<file path="src/core/strobe_flash_defines.svh">
`ifndef STROBE_FLASH_DEFINES_SVH
`define STROBE_FLASH_DEFINES_SVH

// ==========================================================
// Register addresses
`define ADDR_CTRL0          16'h3B00
`define ADDR_DUMMY_HIGH     16'h3B02
`define ADDR_DUMMY_LOW      16'h3B03
`define ADDR_CTRL4          16'h3B04
`define ADDR_CTRL5          16'h3B05

// ==========================================================
// Reset values
`define RST_CTRL0           8'h00
`define RST_DUMMY           8'h00
`define RST_CTRL4           8'h00
`define RST_CTRL5           8'h00
`define RD_UNMAPPED         8'h00

// ==========================================================
// Writable bit masks (reserved bits read as zero)
`define MASK_CTRL0          8'hF7
`define MASK_CTRL4          8'h0F
`define MASK_FULL           8'hFF

// ==========================================================
// Field positions
`define REQ_BIT             7
`define POL_BIT             6
`define XWIDTH_MSB          5
`define XWIDTH_LSB          4
`define MODE_MSB            2
`define MODE_LSB            0
`define START_SEL_BIT       3
`define REPEAT_BIT          2
`define LATENCY_MSB         1
`define LATENCY_LSB         0
`define STEP_MSB            7
`define STEP_LSB            2
`define GAIN_MSB            1
`define GAIN_LSB            0

// ==========================================================
// Mode codes
`define MODE_XENON_CODE     3'h0
`define MODE_LED1_CODE      3'h1
`define MODE_LED2_CODE      3'h2
`define MODE_LED3_CODE      3'h3
`define MODE_LED4_CODE      3'h4

// ==========================================================
// Timing counts
`define XENON_FRAME_BASE    3'h3
`define LED12_FRAME_BASE    3'h2
`define OTHER_FRAME_BASE    3'h1
`define WAIT_LAST           3'h1
`define WIDTH_UNIT_SHIFT    5'h07
`define WIDTH_BITS          17

`endif

</file>
<file path="src/core/strobe_flash_pkg.sv">
`include "strobe_flash_defines.svh"

package strobe_flash_pkg;

   typedef enum logic [2:0] {
      MODE_XENON = `MODE_XENON_CODE,
      MODE_LED1  = `MODE_LED1_CODE,
      MODE_LED2  = `MODE_LED2_CODE,
      MODE_LED3  = `MODE_LED3_CODE,
      MODE_LED4  = `MODE_LED4_CODE
   } strobe_mode_t;

   typedef enum logic [4:0] {
      ST_IDLE  = 5'h01,
      ST_WAIT  = 5'h02,
      ST_ALIGN = 5'h04,
      ST_PULSE = 5'h08,
      ST_GAP   = 5'h10
   } strobe_state_t;

endpackage

</file>
<file path="src/core/strobe_regs.sv">
`timescale 1ns/1ps
`default_nettype none
`include "strobe_flash_defines.svh"

module strobe_regs
   import strobe_flash_pkg::*;
(
   input  wire logic        ref_clk,
   input  wire logic        rst,
   input  wire logic        regWrite,
   input  wire logic        regRead,
   input  wire logic [15:0] regAddr,
   input  wire logic [7:0]  regWrData,
   output logic      [7:0]  ctrl0,
   output logic      [7:0]  dummyHigh,
   output logic      [7:0]  dummyLow,
   output logic      [7:0]  ctrl4,
   output logic      [7:0]  ctrl5,
   output logic      [7:0]  regRdData
);

   // ==========================================================
   // Register writes
   always_ff @(posedge ref_clk) begin
      if (rst) begin
         ctrl0     <= `RST_CTRL0;
         dummyHigh <= `RST_DUMMY;
         dummyLow  <= `RST_DUMMY;
         ctrl4     <= `RST_CTRL4;
         ctrl5     <= `RST_CTRL5;
      end else if (regWrite) begin
         case (regAddr)
            `ADDR_CTRL0:      ctrl0     <= regWrData & `MASK_CTRL0;
            `ADDR_DUMMY_HIGH: dummyHigh <= regWrData;
            `ADDR_DUMMY_LOW:  dummyLow  <= regWrData;
            `ADDR_CTRL4:      ctrl4     <= regWrData & `MASK_CTRL4;
            `ADDR_CTRL5:      ctrl5     <= regWrData & `MASK_FULL;
            default: begin
            end
         endcase
      end
   end

   // ==========================================================
   // Register reads, one cycle after the strobe
   always_ff @(posedge ref_clk) begin
      if (rst) begin
         regRdData <= `RD_UNMAPPED;
      end else if (regRead) begin
         case (regAddr)
            `ADDR_CTRL0:      regRdData <= ctrl0;
            `ADDR_DUMMY_HIGH: regRdData <= dummyHigh;
            `ADDR_DUMMY_LOW:  regRdData <= dummyLow;
            `ADDR_CTRL4:      regRdData <= ctrl4;
            `ADDR_CTRL5:      regRdData <= ctrl5;
            default:          regRdData <= `RD_UNMAPPED;
         endcase
      end
   end

endmodule // strobe_regs

`default_nettype wire

</file>
<file path="src/core/strobe_width_timer.sv">
`timescale 1ns/1ps
`default_nettype none
`include "strobe_flash_defines.svh"

module strobe_width_timer
   import strobe_flash_pkg::*;
(
   input  wire logic                   ref_clk,
   input  wire logic                   rst,
   input  wire logic                   load,
   input  wire logic [`WIDTH_BITS-1:0] loadValue,
   input  wire logic                   byRows,
   input  wire logic                   rowStart,
   output logic                        running
);

   logic [`WIDTH_BITS-1:0] remaining;

   // ==========================================================
   // Down counter in rows or in clock cycles
   always_ff @(posedge ref_clk) begin
      if (rst) begin
         remaining <= '0;
      end else if (load) begin
         remaining <= loadValue;
      end else if (running && (!byRows || rowStart)) begin
         remaining <= remaining - `WIDTH_BITS'(1);
      end
   end

   assign running = (remaining != '0);

endmodule // strobe_width_timer

`default_nettype wire

</file>
<file path="src/core/strobe_flash_controller.sv">
`timescale 1ns/1ps
`default_nettype none
`include "strobe_flash_defines.svh"

module strobe_flash_controller
   import strobe_flash_pkg::*;
(
   input  wire logic        ref_clk,
   input  wire logic        rst,
   input  wire logic        frameStart,
   input  wire logic        rowStart,
   input  wire logic        regWrite,
   input  wire logic        regRead,
   input  wire logic [15:0] regAddr,
   input  wire logic [7:0]  regWrData,
   output logic      [7:0]  regRdData,
   output logic             strobe,
   output logic      [15:0] dummyLines
);

   // ==========================================================
   // Declarations
   logic [7:0]             ctrl0;
   logic [7:0]             dummyHigh;
   logic [7:0]             dummyLow;
   logic [7:0]             ctrl4;
   logic [7:0]             ctrl5;

   strobe_mode_t           mode;
   logic                   modeValid;
   logic                   request;
   logic                   requestPrev;
   logic                   requestRise;
   logic                   polarity;
   logic [1:0]             xenonWidth;
   logic [1:0]             latency;
   logic                   repeatEn;
   logic                   startSel;
   logic [5:0]             widthStep;
   logic [1:0]             widthGain;
   logic                   isXenon;
   logic                   isLed12;
   logic                   isLed3;
   logic                   isLed4;

   strobe_state_t          state;
   logic [2:0]             waitCount;
   logic [2:0]             frameDelay;
   logic [2:0]             frameBase;
   logic                   waitDone;
   logic                   enterPulse;
   logic                   pulseEnd;
   logic                   repeatPulse;
   logic [`WIDTH_BITS-1:0] widthLoad;
   logic [`WIDTH_BITS-1:0] xenonRows;
   logic [`WIDTH_BITS-1:0] led4Cycles;
   logic                   timerRunning;
   logic                   dummyHold;

   // ==========================================================
   // Register file
   strobe_regs regs (
      .ref_clk   (ref_clk),
      .rst       (rst),
      .regWrite  (regWrite),
      .regRead   (regRead),
      .regAddr   (regAddr),
      .regWrData (regWrData),
      .ctrl0     (ctrl0),
      .dummyHigh (dummyHigh),
      .dummyLow  (dummyLow),
      .ctrl4     (ctrl4),
      .ctrl5     (ctrl5),
      .regRdData (regRdData)
   );

   // ==========================================================
   // Field decode
   assign request    = ctrl0[`REQ_BIT];
   assign polarity   = ctrl0[`POL_BIT];
   assign xenonWidth = ctrl0[`XWIDTH_MSB:`XWIDTH_LSB];
   assign latency    = ctrl4[`LATENCY_MSB:`LATENCY_LSB];
   assign repeatEn   = ctrl4[`REPEAT_BIT];
   assign startSel   = ctrl4[`START_SEL_BIT];
   assign widthStep  = ctrl5[`STEP_MSB:`STEP_LSB];
   assign widthGain  = ctrl5[`GAIN_MSB:`GAIN_LSB];

   always_comb begin
      mode      = MODE_XENON;
      modeValid = 1'b1;
      case (ctrl0[`MODE_MSB:`MODE_LSB])
         `MODE_XENON_CODE: mode = MODE_XENON;
         `MODE_LED1_CODE:  mode = MODE_LED1;
         `MODE_LED2_CODE:  mode = MODE_LED2;
         `MODE_LED3_CODE:  mode = MODE_LED3;
         `MODE_LED4_CODE:  mode = MODE_LED4;
         default:          modeValid = 1'b0;
      endcase
   end

   always_comb begin
      isXenon = 1'b0;
      isLed12 = 1'b0;
      isLed3  = 1'b0;
      isLed4  = 1'b0;
      if (modeValid) begin
         case (mode)
            MODE_XENON: isXenon = 1'b1;
            MODE_LED1:  isLed12 = 1'b1;
            MODE_LED2:  isLed12 = 1'b1;
            MODE_LED3:  isLed3  = 1'b1;
            MODE_LED4:  isLed4  = 1'b1;
            default: begin
            end
         endcase
      end
   end

   // ==========================================================
   // Request edge
   always_ff @(posedge ref_clk) begin
      if (rst) begin
         requestPrev <= 1'b0;
      end else begin
         requestPrev <= request;
      end
   end

   assign requestRise = request && !requestPrev;

   // ==========================================================
   // Frame delay before activation
   always_comb begin
      frameBase = `OTHER_FRAME_BASE;
      case (mode)
         MODE_XENON: begin
            frameBase = `XENON_FRAME_BASE;
         end
         MODE_LED1, MODE_LED2: begin
            frameBase = `LED12_FRAME_BASE;
         end
         default: begin
            frameBase = `OTHER_FRAME_BASE;
         end
      endcase
   end

   assign frameDelay = frameBase + {1'b0, latency};

   always_ff @(posedge ref_clk) begin
      if (rst) begin
         waitCount <= `WAIT_LAST;
      end else if (state == ST_IDLE) begin
         waitCount <= frameDelay;
      end else if ((state == ST_WAIT) && frameStart && !waitDone) begin
         waitCount <= waitCount - `WAIT_LAST;
      end
   end

   assign waitDone = (waitCount == `WAIT_LAST);

   // ==========================================================
   // Pulse width
   assign xenonRows  = `WIDTH_BITS'(xenonWidth) + `WIDTH_BITS'(1);
   assign led4Cycles = (`WIDTH_BITS'(widthStep) + `WIDTH_BITS'(1))
                       << (`WIDTH_UNIT_SHIFT + {3'h0, widthGain});
   // Timed pulse holds one cycle past the load, so the load is one short
   always_comb begin
      if (isXenon) begin
         widthLoad = xenonRows;
      end else begin
         widthLoad = led4Cycles - `WIDTH_BITS'(1);
      end
   end

   always_comb begin
      enterPulse = 1'b0;
      case (state)
         ST_WAIT: begin
            enterPulse = frameStart && waitDone && !startSel;
         end
         ST_ALIGN: begin
            enterPulse = rowStart;
         end
         ST_GAP: begin
            enterPulse = request && frameStart;
         end
         default: begin
            enterPulse = 1'b0;
         end
      endcase
   end

   strobe_width_timer widthTimer (
      .ref_clk   (ref_clk),
      .rst       (rst),
      .load      (enterPulse),
      .loadValue (widthLoad),
      .byRows    (isXenon),
      .rowStart  (rowStart),
      .running   (timerRunning)
   );

   // ==========================================================
   // End of pulse and repetition
   always_comb begin
      pulseEnd    = 1'b1;
      repeatPulse = 1'b0;
      if (isXenon || isLed4) begin
         pulseEnd    = !timerRunning;
         repeatPulse = repeatEn && request;
      end else if (isLed12) begin
         pulseEnd    = frameStart;
         repeatPulse = request;
      end else if (isLed3) begin
         pulseEnd    = !request;
         repeatPulse = 1'b0;
      end
   end

   // ==========================================================
   // Sequencer
   always_ff @(posedge ref_clk) begin
      if (rst) begin
         state <= ST_IDLE;
      end else begin
         case (state)
            ST_IDLE: begin
               if (requestRise && modeValid) begin
                  state <= ST_WAIT;
               end
            end
            ST_WAIT: begin
               if (frameStart && waitDone) begin
                  state <= startSel ? ST_ALIGN : ST_PULSE;
               end
            end
            ST_ALIGN: begin
               if (rowStart) begin
                  state <= ST_PULSE;
               end
            end
            ST_PULSE: begin
               if (pulseEnd) begin
                  state <= repeatPulse ? ST_GAP : ST_IDLE;
               end
            end
            ST_GAP: begin
               if (!request) begin
                  state <= ST_IDLE;
               end else if (frameStart) begin
                  state <= ST_PULSE;
               end
            end
            default: begin
               state <= ST_IDLE;
            end
         endcase
      end
   end

   // ==========================================================
   // Strobe pin
   always_ff @(posedge ref_clk) begin
      if (rst) begin
         strobe <= 1'b0;
      end else begin
         strobe <= (state == ST_PULSE) ^ polarity;
      end
   end

   // ==========================================================
   // Dummy lines to the frame timing
   assign dummyHold = isLed12 && request && (state != ST_IDLE);

   always_ff @(posedge ref_clk) begin
      if (rst) begin
         dummyLines <= '0;
      end else if (dummyHold) begin
         dummyLines <= {dummyHigh, dummyLow};
      end else begin
         dummyLines <= '0;
      end
   end

endmodule // strobe_flash_controller

`default_nettype wire

</file>
<file path="config.mk">
export PLATFORM = sky130hd
export DESIGN_NAME = strobe_flash_controller
export DESIGN_NICKNAME = d
export VERILOG_FILES = /design/src/core/strobe_flash_pkg.sv /design/src/core/strobe_regs.sv /design/src/core/strobe_width_timer.sv /design/src/core/strobe_flash_controller.sv
export VERILOG_INCLUDE_DIRS = /design/src /design/src/core
export SDC_FILE = /design/constraint.sdc
export NUM_CORES = 1
export LEC_CHECK = 0
export ABC_AREA = 1
export BUFFER_PORTS_ARGS = -buffer_cell sky130_fd_sc_hd__buf_4
export CAP_MARGIN = 5
export CORE_ASPECT_RATIO = 1.1
export CORE_MARGIN = 3
export CORE_UTILIZATION = 30
export DETAILED_ROUTE_END_ITERATION = 12
export HOLD_SLACK_MARGIN = 0.03
export SLEW_MARGIN = 40
export SYNTH_ARGS = -nofsm -noshare
export SYNTH_HDL_FRONTEND = slang
export SYNTH_HIERARCHICAL = 1
export SYNTH_SLANG_ARGS = --single-unit
</file>
<file path="constraint.sdc">
create_clock -name ref_clk -period 5.8 [get_ports ref_clk]
set_input_delay 1.16 -clock ref_clk [delete_from_list [all_inputs] [get_ports ref_clk]]
set_output_delay 1.16 -clock ref_clk [all_outputs]
set_load 0.05 [all_outputs]
</file>
# --- Word level (Yosys, flattened, before mapping) ---
# Cells that the tools add are included.
word_totals:
  register_bits: 86
  input_bits: 30
op_classes:
  shifts: 1
  reduce_logical: 33
  n_addsub: 7
  n_bitwise: 2
  n_mux: 32
  eq_ne: 25
ops:
  columns: ["cell", "count"]
  rows:
  - ["$eq 16x14->1 const B", 5]
  - ["$mux 17", 3]
  - ["$pmux 8 s5", 1]
  - ["$mux 5", 7]
  - ["$sub 17x1->17 const B", 2]
  - ["$pmux 5 s5", 1]
  - ["$reduce_bool 17->1", 1]
  - ["$shl 7x4->17", 1]
  - ["$mux 1", 14]
  - ["$eq 3x2->1 const B", 4]
  - ["$pmux 3 s4", 1]
  - ["$logic_and 1x1->1", 11]
  - ["$reduce_and 2->1", 5]
  - ["$eq 3x1->1 const B", 3]
  - ["$add 6x1->7 const B", 1]
  - ["$eq 3x3->1 const B", 2]
  - ["$logic_not 1->1", 6]
  - ["$logic_not 3->1", 2]
  - ["$mux 3", 2]
  - ["$eq 5x1->1 const B", 1]
  - ["$eq 5x2->1 const B", 1]
  - ["$eq 5x3->1 const B", 1]
  - ["$eq 5x4->1 const B", 1]
  - ["$eq 5x5->1 const B", 1]
  - ["18 further kinds", 23]

# --- Logic depth before layout (Yosys ltp) ---
logic_depth:
  depth_word: 11
  mapped_depth: 21
  ltp_nobuf: 20

# --- Hierarchy ---
# Netlist, hierarchy kept.
by_module_without_submodules:
  columns: ["module", "cells_each", "instances", "area_each_um2"]
  rows:
  - ["strobe_flash_controller", 337, 1, 2169.6]
  - ["strobe_regs", 296, 1, 2145.8]
  - ["strobe_width_timer", 208, 1, 1244.9]

# --- Worst setup path before layout ---
# OpenSTA, ideal clock, no wires.
synth_timing:
  kind: "input -> register"
  start: "input rowStart"
  end: "register widthTimer.remaining[14]"
  cell_stages: 11
  setup_time_ns: 0.130
  setup_slack_ns: 3.032
  arrival_time_ns: 2.638
  path_cell_list: "nor2_1 nor4_2 nand2_1 nor2_1 buf_2 clkinv_1 clkbuf_1 nand3_1 nand2_1 nor2_1 nor2_1"
synth_between:
  word_cells_on_any_way: 5
  classes_between: "2 x mux; 3 x reduce/logical"
synth_rtl:
  columns: ["element", "line_no", "source"]
  rows:
  - ["start: declaration", "strobe_flash_controller.sv:11", "input wire logic rowStart,"]
  - ["$pmux 1 s3 (*)", "strobe_flash_controller.sv:178", "case (state)"]
  - ["net enterPulse", "strobe_flash_controller.sv:51", "logic enterPulse;"]
  - ["$mux 17 / $reduce_bool 2->1 (equally long branches)", null, null]
  - ["end signal: assignment", "strobe_width_timer.sv:25", "remaining <= loadValue;"]
  - ["end signal: assignment", "strobe_width_timer.sv:27", "remaining <= remaining - `WIDTH_BITS'(1);"]
  - ["end: declaration", "strobe_width_timer.sv:17", "logic [`WIDTH_BITS-1:0] remaining;"]
# Mark *: on every way through the listed nets, which the timed path passes. The rest lies on a longest branch.
# A chain may end at the register's enable or synchronous reset.

# --- Final worst setup path ---
layout_timing:
  start: "input rowStart"
  end: "register widthTimer.remaining[9]"
# Same word-level chain as after synthesis.

==> impl_results.md <==
- Core area: 17,900 um^2
- Die W: 135 um
- Buffers on Ports: 54
- Max rail drop VDD: 0.000328 V
- Critical Path RT: 6.08 ns
- # resized after CTS: 0
- Fill cells: 1,960
- CP Max Fanout: 19
- WL per Instance: 12.3 um
- Final ANT Viol Nets: 0
- Final setup violating endpoints: 0
- Leak: 0.00276 uW
- Pins Over Slew Limit: 0
- Global-route wire length before repair: 23.6 mm
- Dpl hpwl: 10.5 mm
- Avg Cell Area, Syn: 6.61 um^2
- Cts hold-fix bufs: 0
- WS Path Type: input pin to flip-flop
- Worst-Margin Slew: 0.709 ns
- Most frequent cells in the layout: 174 x nand2_1, 124 x nor2_1, 97 x inv_1
- Setup total negative slack: 0 ns
- Area delta synth->final: 16.1%
- Ratio of cells with drive above 1 in the final layout: 18.4%
- Final Skew: 0.00667 ns
- N_diodes: 0
- Die H: 148 um
- Skew-Pair Late Insertion Delay: 0.35 ns
- Initial Util: 30.9%
- Synth warn: 6
- P_sw: 885 uW
- Final worst-path cycle share: 57.7%
- GRT Total Usage: 14.2%
- Gate power share: 38.6%
- Root Driver: clkbuf_16
- Row cnt: 51
- Hold Path Class: flip-flop to flip-flop
- Max-capacitance violation count: 0
- Flop pwr share: 33.4%
- Headroom to the max-slew limit: 52.6%
- Ports: 55
- Final worst path period need: 3.35 ns
- Largest net degree at the start of global routing: 41
- Drt drc: 0
- Netlist Area Pre-Place: 5520 um^2
- Int Pwr: 1310 uW
- Vias: 5,200
- Non-Filler Instances: 1,122
- Nets: 918
- CP startpoint kind: input pin
- Num CTS Buffers: 9
- Clock network power share: 28.0%
- Sw Share: 40.3%
- DR vias/cell: 4.63
- Setup Buffers After CTS: 0
- Unrepaired setup endpoints after global routing: false
- F_max: 0.299 GHz
- Drt total wl: 13.8 mm
- Initial antenna violation count: 0
- Vias in the first global route: 4,953
- DP Cell Count: 1,106
- Min Hold Slack: 0.454 ns
- CP Capture Type: flip-flop
- Most common cell after layout, fill and taps aside: nand2_1
- GR Overflow Total: 0
- H-Tree Depth: 3
- Initial DRC Count: 352
- Longest Clk Path Bufs: 2
- PD cells: 342 nW/um^2
- Total die area: 20,100 um^2
- Final Hold Fails: 0
- Clock-pin slew on the worst setup and hold paths: 0.07 ns
- Drt pass-1 iters: 7
- GPL Wtd Cong: 0.820
- Status: complete, no violations
- Gate Count Post-Synth: 835
- Critical path arrival: 3.63 ns
- CTS Sinks: 86
- TritonCTS clock tree: done
-- power groups by stage --
stage / Combinational (uW) / Sequential, uW / Clock (uW)
5_1_grt: 977 / 742 / 654
6_report: 847 / 733 / 614
4_1_cts: 850 / 731 / 631
2_1_floorplan: 699 / 730 / 0
3_5_place_dp: 847 / 744 / 0
3_3_place_gp: 840 / 745 / 0
-- sequential cells by signal, summed over array words and instances, names as in the netlist, 4 cells and up --
name and flops:
regs/dummyLow 8, widthTimer/remaining 17, regs/regRdData 8, dummyLines 16
regs/ctrl5 8, regs/dummyHigh 8, regs/ctrl4 4, state 5
regs/ctrl0 7
-- area by class of cell --
type | instances | area [um^2] | share of cell area, %
Multi-Input combinational cell | 615 | 3240 | 50.5
Sequential cell | 86 | 1720 | 26.9
Inverter | 112 | 425 | 6.64
Timing Repair Buffer | 55 | 413 | 6.44
Tap cell | 238 | 298 | 4.65
Clock buffer | 9 | 225 | 3.51
Clock inverter | 7 | 87.6 | 1.37
-- critical path, stage by stage --
cell and delay, ns:
buf_4 0.09, nor2_1 0.06, nor4_2 0.43, nand2_1 0.17
nor2_1 0.12, buf_4 0.24, clkinv_1 0.46, nand2_1 0.61
nand3_1 0.13, a21oi_1 0.15
-- worst paths after layout --
kind | startpoint | end | slack, ns | cells past startpoint
worst min-delay path | regs/dummyHigh[2] | dummyLines[10] | 0.45 | 2
worst min register to register | regs/dummyHigh[2] | dummyLines[10] | 0.45 | 2
worst max-delay path | rowStart | widthTimer/remaining[9] | 2.45 | 10
worst max register to register | widthTimer/remaining[0] | widthTimer/remaining[9] | 2.52 | 13
-- stage by stage --
step	total power (uW)	setup WS (ns)	util (%)	instance area (um^2)
2_1_floorplan	1430	3.03	-	5520
3_3_place_gp	1590	2.25	34.1	6090
3_5_place_dp	1590	2.12	34.1	6090
4_1_cts	2210	2.49	35.8	6400
5_1_grt	2370	2.16	35.9	6410
6_report	2190	2.45	35.9	6410
-- metal layers --
layer | part of all wire (%) | wire length [um] | global-route usage (%)
met3 | 5.5 | 757 | 3.69
met4 | 1.2 | 165 | 4.33
met5 | 0 | 0 | 0
met2 | 45 | 6180 | 22.2
met1 | 49 | 6720 | 19.4
No activity file was read; power rests on OpenSTA's default activity.
